`config.mk`:
```
export PLATFORM = sky130hd
export DESIGN_NAME = dpc_counter
export DESIGN_NICKNAME = d
export VERILOG_FILES = /design/src/dpc_pkg.sv /design/src/dpc_counter.sv
export SDC_FILE = /design/constraint.sdc
export NUM_CORES = 1
export LEC_CHECK = 0
export BUFFER_PORTS_ARGS = -buffer_cell sky130_fd_sc_hd__buf_2
export CAP_MARGIN = 20
export CORE_UTILIZATION = 42
export DETAILED_ROUTE_END_ITERATION = 6
export PLACE_DENSITY = 0.68
export SYNTH_ARGS = -nofsm -noshare
export SYNTH_HDL_FRONTEND = slang
export SYNTH_SLANG_ARGS = --single-unit
export TNS_END_PERCENT = 20
```
`constraint.sdc`:
```
create_clock -name clk_sys -period 4.27 [get_ports clk_sys]
set_clock_uncertainty 0.2 [all_clocks]
set_input_delay 0.2135 -clock clk_sys [delete_from_list [all_inputs] [get_ports clk_sys]]
set_output_delay 0.2135 -clock clk_sys [all_outputs]
set_load 0.05 [all_outputs]
```
`src/dpc_pkg.sv`:
```
package dpc_pkg;

  // ----------------------------------------------------------------
  // Timing
  // ----------------------------------------------------------------
  localparam int CLK_HZ           = 125000000;
  localparam int TICK_10MS_CYC    = CLK_HZ / 100;
  localparam int HELP_TIME_S      = 3;
  localparam int HELP_TICKS       = HELP_TIME_S * 100;
  localparam int CTRL_RESP_MS     = 25;
  localparam int CTRL_CYC         = CTRL_RESP_MS * (CLK_HZ / 1000);
  localparam int OUT_LAT_US       = 75;
  localparam int OUT_LAT_CYC      = OUT_LAT_US * (CLK_HZ / 1000000);
  localparam int RELAY_PULL_MS    = 8;
  localparam int RELAY_CYC        = RELAY_PULL_MS * (CLK_HZ / 1000);
  localparam int MAX_RATE_HZ      = 10000;

  // ----------------------------------------------------------------
  // Limits and reset values
  // ----------------------------------------------------------------
  localparam logic [16:0] COUNT_MAX    = 17'h1869f;
  localparam logic [16:0] PRESET2_DEF  = 17'h0000a;
  localparam logic [13:0] OUT2_T_MAX   = 14'h270f;
  localparam logic [13:0] OUT2_T_DEF   = 14'h0064;
  localparam logic [6:0]  ADDR_MIN     = 7'h01;
  localparam logic [6:0]  ADDR_MAX     = 7'h63;
  localparam logic [6:0]  ADDR_DEF     = 7'h01;
  localparam int          FRAME_BITS   = 10;
  localparam int          DATA_BITS    = 7;

  typedef enum logic [1:0] {
    DPC_BAUD_1200 = 2'b00,
    DPC_BAUD_2400 = 2'b01,
    DPC_BAUD_4800 = 2'b10,
    DPC_BAUD_9600 = 2'b11
  } dpc_baud_t;

  typedef enum logic [1:0] {
    DPC_COL_RED = 2'b00,
    DPC_COL_GRN = 2'b01,
    DPC_COL_G2R = 2'b10,
    DPC_COL_R2G = 2'b11
  } dpc_color_t;

  typedef enum logic [1:0] {
    DPC_CM_SUM  = 2'b00,
    DPC_CM_DIFF = 2'b01,
    DPC_CM_DIR  = 2'b10,
    DPC_CM_QUAD = 2'b11
  } dpc_cmode_t;

  typedef enum logic [1:0] {
    DPC_HS_NAME  = 2'b00,
    DPC_HS_VALUE = 2'b01,
    DPC_HS_IDLE  = 2'b10
  } dpc_help_t;

  typedef struct packed {
    logic [13:0] out2_time;
    logic        front_rst_en;
    logic        serial_en;
    logic [6:0]  station_addr;
    dpc_baud_t   baud;
    dpc_color_t  color;
    logic        preset_lock;
    logic        help_on;
    dpc_cmode_t  count_mode;
  } dpc_cfg_t;

  localparam dpc_cfg_t CFG_DEF = '{
    out2_time:    OUT2_T_DEF,
    front_rst_en: 1'b1,
    serial_en:    1'b0,
    station_addr: ADDR_DEF,
    baud:         DPC_BAUD_4800,
    color:        DPC_COL_G2R,
    preset_lock:  1'b0,
    help_on:      1'b1,
    count_mode:   DPC_CM_SUM
  };

  typedef struct packed {
    logic [16:0] preset2;
    logic        preset1_hit;
  } dpc_preset_t;

endpackage

```
`src/dpc_counter.sv`:
```
`timescale 1ns/100ps
`default_nettype none
module dpc_counter
  import dpc_pkg::*;
(
  input  wire logic        clk_sys,
  input  wire logic        rst_b,
  input  wire logic        pin_a,
  input  wire logic        pin_b,
  input  wire logic        pin_ctl_reset,
  input  wire logic        pin_ctl_lockout,
  input  wire logic        key_front_reset,
  input  wire logic        key_scroll,
  input  wire logic        key_any,
  input  wire logic        param_enter,
  input  wire logic        edit_request,
  input  wire logic        op_mode_count_shown,
  input  wire dpc_cfg_t    cfg_in,
  input  wire logic        cfg_load,
  input  wire dpc_preset_t preset_in,
  input  wire logic        preset_wr,
  output logic [16:0]      count_value,
  output logic             out2_active,
  output logic             out2_relay_on,
  output logic             color_green,
  output logic             op1_led,
  output logic             op2_led,
  output logic             show_name,
  output logic             show_value,
  output logic             edit_allowed,
  output logic             serial_params_shown,
  output logic [6:0]       station_addr,
  output dpc_baud_t        baud_sel,
  output logic [16:0]      preset2_value,
  output logic             lockout
);

  // ----------------------------------------------------------------
  // Input synchronisers
  // ----------------------------------------------------------------
  logic [3:0] sync1_reg;
  logic [3:0] sync2_reg;
  logic [3:0] prev_reg;
  always_ff @(posedge clk_sys) begin
    if (!rst_b) begin
      sync1_reg <= 4'h0;
      sync2_reg <= 4'h0;
      prev_reg  <= 4'h0;
    end else begin
      sync1_reg <= {key_front_reset, pin_ctl_lockout, pin_b, pin_a};
      sync2_reg <= sync1_reg;
      prev_reg  <= sync2_reg;
    end
  end
  wire a_s    = sync2_reg[0];
  wire b_s    = sync2_reg[1];
  wire a_rise = sync2_reg[0] & ~prev_reg[0];
  wire b_rise = sync2_reg[1] & ~prev_reg[1];
  wire key_rise = sync2_reg[3] & ~prev_reg[3];

  // ----------------------------------------------------------------
  // Configuration
  // ----------------------------------------------------------------
  dpc_cfg_t cfg_reg;
  wire addr_ok = (cfg_in.station_addr >= ADDR_MIN) && (cfg_in.station_addr <= ADDR_MAX);
  wire time_ok = cfg_in.out2_time <= OUT2_T_MAX;
  always_ff @(posedge clk_sys) begin
    if (!rst_b)
      cfg_reg <= CFG_DEF;
    else if (cfg_load && addr_ok && time_ok)
      cfg_reg <= cfg_in;
  end

  // ----------------------------------------------------------------
  // Control inputs: 25 ms qualification; remote reset acts on the rising edge, lockout follows the level
  // ----------------------------------------------------------------
  localparam int CW = $clog2(CTRL_CYC + 1);
  logic [CW-1:0] rst_cnt_reg;
  logic [CW-1:0] lok_cnt_reg;
  logic          rst_lvl_reg;
  logic          rst_prev_reg;
  logic          rst_s1_reg;
  logic          rst_s2_reg;
  always_ff @(posedge clk_sys) begin
    if (!rst_b) begin
      rst_s1_reg   <= 1'b0;
      rst_s2_reg   <= 1'b0;
      rst_cnt_reg  <= '0;
      lok_cnt_reg  <= '0;
      rst_lvl_reg  <= 1'b0;
      rst_prev_reg <= 1'b0;
    end else begin
      rst_s1_reg   <= pin_ctl_reset;
      rst_s2_reg   <= rst_s1_reg;
      rst_prev_reg <= rst_lvl_reg;
      if (rst_s2_reg == rst_lvl_reg)
        rst_cnt_reg <= '0;
      else if (rst_cnt_reg == CW'(CTRL_CYC - 1)) begin
        rst_cnt_reg <= '0;
        rst_lvl_reg <= rst_s2_reg;
      end else
        rst_cnt_reg <= rst_cnt_reg + 1'b1;
      if (sync2_reg[2] == lockout)
        lok_cnt_reg <= '0;
      else if (lok_cnt_reg == CW'(CTRL_CYC - 1))
        lok_cnt_reg <= '0;
      else
        lok_cnt_reg <= lok_cnt_reg + 1'b1;
    end
  end
  wire remote_rst = rst_lvl_reg & ~rst_prev_reg;
  wire lok_flip   = (sync2_reg[2] != lockout) && (lok_cnt_reg == CW'(CTRL_CYC - 1));

  // ----------------------------------------------------------------
  // Count engine
  // ----------------------------------------------------------------
  logic [1:0] qd;
  always_comb begin
    qd = 2'b00;
    case (cfg_reg.count_mode)
      DPC_CM_SUM:  qd = {1'b0, a_rise ^ b_rise} | {a_rise & b_rise, 1'b0};
      DPC_CM_DIFF: qd = (a_rise & ~b_rise) ? 2'b01 : ((b_rise & ~a_rise) ? 2'b11 : 2'b00);
      DPC_CM_DIR:  qd = a_rise ? (b_s ? 2'b11 : 2'b01) : 2'b00;
      DPC_CM_QUAD: qd = (a_rise & ~b_s) ? 2'b01 : ((b_rise & ~a_s) ? 2'b11 : 2'b00);
      default:     qd = 2'b00;
    endcase
  end
  // qd: 01 = +1, 10 = +2, 11 = -1
  wire front_clr = cfg_reg.front_rst_en & key_rise & op_mode_count_shown;
  wire clr       = remote_rst | front_clr;
  logic [16:0] count_next;
  always_comb begin
    count_next = count_value;
    if (clr)
      count_next = 17'h0;
    else if (qd == 2'b11)
      count_next = (count_value == 17'h0) ? COUNT_MAX : count_value - 17'h1;
    else if (qd != 2'b00)
      count_next = (count_value + {15'h0, qd} > COUNT_MAX) ?
                   count_value + {15'h0, qd} - COUNT_MAX - 17'h1 : count_value + {15'h0, qd};
  end
  always_ff @(posedge clk_sys) begin
    if (!rst_b)
      count_value <= 17'h0;
    else
      count_value <= count_next;
  end

  // ----------------------------------------------------------------
  // Preset 2 and output 2 timing
  // ----------------------------------------------------------------
  localparam int TW = $clog2(TICK_10MS_CYC);
  logic [TW-1:0] tick_cnt_reg;
  logic [13:0]   o2_cnt_reg;
  logic          p2_hit_reg;
  logic          o1_reg;
  wire tick   = tick_cnt_reg == TW'(TICK_10MS_CYC - 1);
  wire p2_now = count_value >= preset2_value;
  wire p2_new = p2_now & ~p2_hit_reg;
  always_ff @(posedge clk_sys) begin
    if (!rst_b) begin
      tick_cnt_reg  <= '0;
      o2_cnt_reg    <= 14'h0;
      p2_hit_reg    <= 1'b0;
      out2_active   <= 1'b0;
      preset2_value <= PRESET2_DEF;
      o1_reg        <= 1'b0;
    end else begin
      tick_cnt_reg <= tick ? '0 : tick_cnt_reg + 1'b1;
      p2_hit_reg   <= p2_now;
      o1_reg       <= preset_in.preset1_hit;
      if (preset_wr && edit_allowed)
        preset2_value <= preset_in.preset2;
      if (clr) begin
        out2_active <= 1'b0;
        o2_cnt_reg  <= 14'h0;
      end else if (p2_new) begin
        out2_active <= 1'b1;
        o2_cnt_reg  <= cfg_reg.out2_time;
      end else if (out2_active && cfg_reg.out2_time != 14'h0 && tick) begin
        if (o2_cnt_reg <= 14'h1)
          out2_active <= 1'b0;
        o2_cnt_reg <= o2_cnt_reg - 14'h1;
      end
    end
  end

  // Relay pull-in is mechanical; the drive follows the transistor one clock later
  always_ff @(posedge clk_sys) begin
    if (!rst_b) begin
      out2_relay_on <= 1'b0;
      op1_led       <= 1'b0;
      op2_led       <= 1'b0;
    end else begin
      out2_relay_on <= out2_active;
      op1_led       <= o1_reg;
      op2_led       <= out2_active;
    end
  end

  // ----------------------------------------------------------------
  // Display colour
  // ----------------------------------------------------------------
  logic green_next;
  always_comb begin
    case (cfg_reg.color)
      DPC_COL_RED: green_next = 1'b0;
      DPC_COL_GRN: green_next = 1'b1;
      DPC_COL_G2R: green_next = ~p2_hit_reg;
      DPC_COL_R2G: green_next = p2_hit_reg;
      default:     green_next = 1'b0;
    endcase
  end

  // ----------------------------------------------------------------
  // Help prompt
  // ----------------------------------------------------------------
  localparam int HW = $clog2(HELP_TICKS + 1);
  dpc_help_t     hs_reg;
  dpc_help_t     hs_next;
  logic [HW-1:0] help_cnt_reg;
  always_comb begin
    hs_next = hs_reg;
    case (hs_reg)
      DPC_HS_IDLE:  hs_next = param_enter ? (cfg_reg.help_on ? DPC_HS_NAME : DPC_HS_VALUE) : DPC_HS_IDLE;
      DPC_HS_NAME:  hs_next = (key_scroll || help_cnt_reg == HW'(HELP_TICKS)) ? DPC_HS_VALUE : DPC_HS_NAME;
      DPC_HS_VALUE: hs_next = param_enter ? (cfg_reg.help_on ? DPC_HS_NAME : DPC_HS_VALUE) : DPC_HS_VALUE;
      default:      hs_next = DPC_HS_IDLE;
    endcase
  end
  always_ff @(posedge clk_sys) begin
    if (!rst_b) begin
      hs_reg       <= DPC_HS_IDLE;
      help_cnt_reg <= '0;
    end else begin
      hs_reg <= hs_next;
      if (key_any || hs_next != hs_reg)
        help_cnt_reg <= '0;
      else if (tick && help_cnt_reg != HW'(HELP_TICKS))
        help_cnt_reg <= help_cnt_reg + 1'b1;
    end
  end

  // ----------------------------------------------------------------
  // Status outputs
  // ----------------------------------------------------------------
  always_ff @(posedge clk_sys) begin
    if (!rst_b) begin
      color_green         <= 1'b1;
      show_name           <= 1'b0;
      show_value          <= 1'b0;
      edit_allowed        <= 1'b1;
      serial_params_shown <= 1'b0;
      station_addr        <= ADDR_DEF;
      baud_sel            <= DPC_BAUD_4800;
      lockout             <= 1'b0;
    end else begin
      color_green         <= green_next;
      show_name           <= hs_next == DPC_HS_NAME;
      show_value          <= hs_next == DPC_HS_VALUE;
      edit_allowed        <= ~cfg_reg.preset_lock & ~lockout;
      serial_params_shown <= cfg_reg.serial_en;
      station_addr        <= cfg_reg.station_addr;
      // The serial board frames each character itself at the rate handed over here
      baud_sel            <= cfg_reg.baud;
      if (lok_flip)
        lockout <= ~lockout;
    end
  end
endmodule
`default_nettype wire

```
==> results of run 1 <==
## routing by layer
| metal | track usage | up-vias | share of wire | wire length [um] |
|---|---|---|---|---|
| li1 | - | 4113 | - | - |
| met1 | 0.271 | 3705 | 0.48 | 10700 |
| met2 | 0.319 | 216 | 0.46 | 10300 |
| met3 | 0.0286 | 25 | 0.052 | 1160 |
| met4 | 0.0635 | 0 | 0.014 | 326 |
| met5 | 0 | - | 0 | 0 |
## kinds of logic after synthesis
kind of cell             Yosys count
AND/OR/NAND/NOR                  503
XOR/XNOR                          97
AO/OA/AOI/OAI                    151
multiplexers                      40
adder cells (fa/ha/maj)           32
flip-flops                       190
buffers and inverters             85
## final timing paths
| kind | cells past startpoint | to | startpoint |
|---|---|---|---|
| setup / recovery | 22 | count_value[15]$_SDFFE_PP0P_ | sync2_reg[0]$_SDFF_PN0_ |
| hold / removal | 5 | cfg_reg[10]$_SDFFE_PN0P_ | cfg_load |
| setup reg to reg | 22 | count_value[15]$_SDFFE_PP0P_ | sync2_reg[0]$_SDFF_PN0_ |
| hold reg to reg | 1 | edit_allowed$_SDFF_PN1_ | cfg_reg[3]$_SDFFE_PN0P_ |
## metrics by stage
step,setup WS (ps),TNS [ps],area (um^2),utilization
floorplan,18.2,0,9360,-
global placement,46.9,0,10300,0.470
detailed placement,-66.8,-148,10300,0.470
CTS,5.52,0,11500,0.526
global route,-122,-208,11600,0.532
finish,166,0,11600,0.532
## layout by cell type, fill, tap and decap left out, types with 7 or more instances in the layout
master         instances
dfxtp_1              188
inv_1                 33
buf_2                114
mux2i_1               40
dlygate4sd3_1         58
xor2_1                51
a21boi_0              15
nand2b_1              13
nor2b_1               31
ha_1                  27
nor2_1               138
nor4_1                11
a21oi_1               35
nor3_1                25
and2_1                29
and3_1                14
a21o_1                 7
buf_4                 26
nand4_1               18
xnor2_1               46
a211oi_1              11
o21ai_0               37
nand3_1               46
nand2_1              116
clkbuf_16             17
or3_1                 13
## cell type report
| cell class | count | area, um^2 |
|---|---|---|
| clock buffer | 17 | 425 |
| clock inverter | 15 | 203 |
| fill | 1992 | 10200 |
| inverter | 35 | 131 |
| multi-input combinational | 823 | 5330 |
| sequential | 190 | 3810 |
| tap | 280 | 350 |
| timing repair buffer | 200 | 1370 |
## worst max-delay path: cells and delay by family, from the launching register on
family	cells	cell delay (ps)
simple gates	7	880
fa+ha+maj	3	670
xor+xnor	1	220
mux	1	160
compound gates	6	1120
flops	1	340
buf+inv	4	450
## timing repair
| item | 4_1_cts | 5_1_grt |
|---|---|---|
| setup endpoints to repair | 7 | 12 |
| resized for setup | 5 | 21 |
| cloned | 0 | 0 |
| hold endpoints to repair | 58 | 0 |
| setup buffers | 0 | 6 |
| pin swaps | 1 | 10 |
| hold buffers | 58 | 0 |
## power by group
| group | internal [mW] | switching, mW |
|---|---|---|
| logic | 0.210 | 0.311 |
| registers | 1.83 | 0.0525 |
| clock network | 0.897 | 0.760 |
==> flow_summary.ini, run 1 <==
[clock_tree]
clock_sinks = 190
clock_latency_ps = 430
cts_tree = yes
cts_root_buffer = clkbuf_16
cts_max_level = 4
numCtsBuffers = 17
path_clk_slew_ps = 80
cts_buffer_depth = 2

[timing]
hold_violations = 0
slew_violations = 0
timing.hold.ws_ps = 94.9
clock.fmax_ghz = 0.244
worst_pin_slew_ps = 890
period_share = 0.961
period_minus_slack_ps = 4100
slew_headroom = 0.405
finalSetupViolations = 0

[drt]
first_pass_iters = 7
via_count = 8059
totalWireLength_mm = 22.5
wl_per_cell_um = 14.4
via_per_inst = 5.17
drt-initial-drc-count = 478
drcViolationCount = 0
postRouteAntennaNets = 0

[global_routing]
gr-usage-all-layers = 0.198
globalRouteOverflowTotal = 0
grt_max_degree = 45
grt_pass1_vias = 7357
grt_pass1_wl_mm = 35.8
antenna_found_initial = 0

[job]
max_cap_viol_count = 0

[critical_path]
critical_path.cell_chain = nor2b_4 > inv_1 > ha_1 > mux2i_1 > nor2_2 > nor2_4 > inv_2 > ha_4 > a21o_1 > and2_1 > xnor2_1 > ha_2 > nor4_2 > nor3_1 > o211ai_1 > a31oi_2 > buf_4 > nor2_1 > buf_4 > a21oi_1 > o21ai_0 > a21oi_1
worst_ep_arrival_time_ps = 4250
cp_max_fo = 5
required_ps = 4410
cpPeakStageDelay_ps = 340
cpMaxStageDelayCell = dfxtp_2
reg2reg_slack_ps = 170
crit_path_end_kind = flop
crit_type = flop to flop
worst_setup_path_start_kind = flop

[logic_synthesis]
synth_edf_count = 0
avgSynthCellArea_um2 = 8.52
synth_ff_type = dfxtp_1
yosysTopAreaCell = dfxtp_1
synthTopCellsByCount = dfxtp_1, nor2_1, nand2_1, xor2_1
synth-compound-area-share = 0.106
synthArstFlopShare = 0
yosys_warnings = 0
synth-seq-cells = 190
synth_top_area_frac = 0.407
netlist_area_um2 = 9350
synthAdderAreaFrac = 0.0436
yosysMostFrequentCell = dfxtp_1
syn-instance-count = 1098
synth_xor_area_frac = 0.0908
synthSimpleGateAreaFrac = 0.274
synth_top_family_by_area = simple AND/OR/NAND/NOR gates
synthMuxAreaShare = 0.0428
ys_seq_area_frac = 0.407
ys_types = 68
synth.area.top_cells = dfxtp_1, nor2_1, xor2_1, nand2_1, xnor2_1
synth_fp_nets = 1193

[pwr]
total_power_mw = 4.06
peakVddDrop_uv = 214
p_leak_nw = 4.68
powerDensity_nw_per_um2 = 350

[layout]
diodes = 0
synthToLayoutAreaGrowth_pct = 24.2
drive_gt1_frac = 0.168
instances_no_fill = 1560
largest_reg_flops = 31
final_nets = 1362

[floorplan]
core_um2 = 21800
io-pin-count = 116
die_y_um = 151
initial_core_util = 0.429
die_w_um = 151
row_count = 54
die_area_um2 = 22900

[placement]
globalplace.congestion = 0.914
post-place-cells = 1464
io_buffers = 114
hpwlAfterDp_mm = 15.6

[min_path]
hold_path_class = input pin to flop

[status]
status = finished, final reports clean
No activity file was read; power rests on OpenSTA's default activity.
==> run 2, diff against run 1 <==
--- a/config.mk
+++ b/config.mk
@@ -7,9 +7,9 @@
 export LEC_CHECK = 0
 export BUFFER_PORTS_ARGS = -buffer_cell sky130_fd_sc_hd__buf_2
 export CAP_MARGIN = 20
-export CORE_UTILIZATION = 42
+export CORE_UTILIZATION = 53
 export DETAILED_ROUTE_END_ITERATION = 6
-export PLACE_DENSITY = 0.68
+export PLACE_DENSITY = 0.82
 export SYNTH_ARGS = -nofsm -noshare
 export SYNTH_HDL_FRONTEND = slang
 export SYNTH_SLANG_ARGS = --single-unit
==> run 2 against run 1 <==
Effect of this change:
- sequential power hardly changed
- combinational power is 1% higher
- count of clock-buffer cells in the layout is 6 higher
- sequential cell count stayed put
- critical endpoint is now count_value[6]$_SDFFE_PP0P_
==> flow_summary.ini, run 2 (synthesis results as in run 1) <==
[drt]
postRouteAntennaNets = 0
via_per_inst = 5.58
drcViolationCount = 0
via_count = 8402
totalWireLength_mm = 23.2
drt-initial-drc-count = 771
first_pass_iters = 5
wl_per_cell_um = 15.4

[clock_tree]
cts_buffer_depth = 2
numCtsBuffers = 17
clock_sinks = 190
cts_root_buffer = clkbuf_16
cts_tree = yes
cts_max_level = 4
clock_latency_ps = 430
path_clk_slew_ps = 70

[critical_path]
path_buf_inv = 3
worst_setup_path_start_kind = flop
crit_path_end_kind = flop
crit_type = flop to flop
critical_path.cell_chain = nor2b_4 > inv_1 > ha_1 > mux2i_1 > nor2_2 > nor2_2 > inv_2 > ha_4 > a21o_1 > and2_4 > xnor2_2 > ha_2 > nor4_4 > nor3_2 > o211ai_1 > a31oi_2 > or2_4 > buf_6 > mux2i_1 > a222oi_1 > nor2_1
reg2reg_slack_ps = 150
required_ps = 4380
cp_max_fo = 4
cpMaxStageDelayCell = dfxtp_2
cpPeakStageDelay_ps = 330
worst_ep_arrival_time_ps = 4230
cpLargestDelayFamily = simple AND/OR/NAND/NOR gates

[status]
status = finished, final reports clean

[pwr]
peakVddDrop_uv = 319
swShare = 0.266
p_clk_frac = 0.397
p_seq_frac = 0.472
p_leak_nw = 4.69
p_switching_mw = 1.07
powerDensity_nw_per_um2 = 347
combPwrFrac = 0.131
p_int_mw = 2.93

[timing]
tns_ps = 0
slew_headroom = 0.395
clock.fmax_ghz = 0.243
period_share = 0.965
rsz0062_at_grt = true
hold_violations = 0
slew_violations = 0
period_minus_slack_ps = 4120
worst_pin_slew_ps = 905
finalSetupViolations = 0

[global_routing]
grt_pass1_vias = 7961
globalRouteOverflowTotal = 0
gr-usage-all-layers = 0.259
antenna_found_initial = 0
grt_max_degree = 50
grt_pass1_wl_mm = 37.7

[placement]
post-place-cells = 1410
io_buffers = 114
hpwlAfterDp_mm = 15.0
globalplace.congestion = 0.934

[floorplan]
die_w_um = 135
core_um2 = 17200
initial_core_util = 0.543
die_y_um = 135
row_count = 48
die_area_um2 = 18200
io-pin-count = 116

[layout]
final_core_util = 0.669
largest_reg_flops = 31
diodes = 0
fillers = 1239
synthToLayoutAreaGrowth_pct = 23.3
final_nets = 1364
mostFrequentLayoutCells = dfxtp_1, nor2_1, nand2_1
drive_gt1_frac = 0.172
instances_no_fill = 1506
final_common_cell = dfxtp_1

[min_path]
hold_path_class = input pin to flop

[job]
max_cap_viol_count = 0
## run 2: metal layers
layer  up-vias  track usage  wire (um)
met3        50       0.0499       1310
met2       275        0.434      11200
met1      3954        0.331      10300
li1       4123            -          -
met4         0       0.0918        477
met5         -            0          0
## run 2: area by class of cell
cell class                      instances  area, um^2  area share
Clock buffer                           23         498      0.0432
Multi-Input combinational cell        823        5340       0.463
Clock inverter                          8        93.8     0.00814
Sequential cell                       190        3810       0.330
Inverter                               35         131      0.0114
Tap cell                              225         282      0.0244
Timing Repair Buffer                  202        1380       0.120
## run 2: what timing repair did
action                                  CTS  global route
resized for setup                         9            21
pin swaps                                 3            13
hold buffers                             57             0
endpoints found under the setup margin   11            12
setup buffers                             2             6
endpoints found under the hold margin    57             0
## run 2: worst register-to-register path: stages (launching register included)
cell,delay (ps)
dfxtp_2,330
nor2b_4,210
inv_1,70
ha_1,200
mux2i_1,180
nor2_2,90
nor2_2,180
inv_2,70
ha_4,220
a21o_1,170
and2_4,150
xnor2_2,140
ha_2,250
nor4_4,240
nor3_2,80
o211ai_1,220
a31oi_2,160
or2_4,290
buf_6,130
mux2i_1,110
a222oi_1,240
nor2_1,80
## run 2: metrics by stage
stage | cell area (um^2) | power [mW] | setup slack (ps) | hold WS [ps]
2_1_floorplan | 9360 | 2.25 | 18.2 | 138
3_3_place_gp | 10200 | 2.37 | 43.1 | 213
3_5_place_dp | 10200 | 2.38 | -134 | 221
4_1_cts | 11400 | 4.00 | 31.3 | 61.8
5_1_grt | 11500 | 4.15 | -118 | 112
6_report | 11500 | 4.00 | 149 | 88.7
## run 2: path summary, 6_finish.rpt
| check | from | end | cells after the start |
|---|---|---|---|
| max reg2reg | sync2_reg[0]$_SDFF_PN0_ | count_value[6]$_SDFFE_PP0P_ | 21 |
| min | rst_b | color_green$_SDFF_PN1_ | 2 |
| min reg2reg | cfg_reg[3]$_SDFFE_PN0P_ | edit_allowed$_SDFF_PN1_ | 1 |
| max | sync2_reg[0]$_SDFF_PN0_ | count_value[6]$_SDFFE_PP0P_ | 21 |
## run 2: power groups by stage
stage | clock network [mW] | logic [mW] | registers, mW
5_1_grt | 1.69 | 0.569 | 1.89
6_report | 1.59 | 0.526 | 1.89
3_5_place_dp | 0 | 0.460 | 1.92
3_3_place_gp | 0 | 0.451 | 1.92
4_1_cts | 1.60 | 0.507 | 1.89
2_1_floorplan | 0 | 0.270 | 1.98
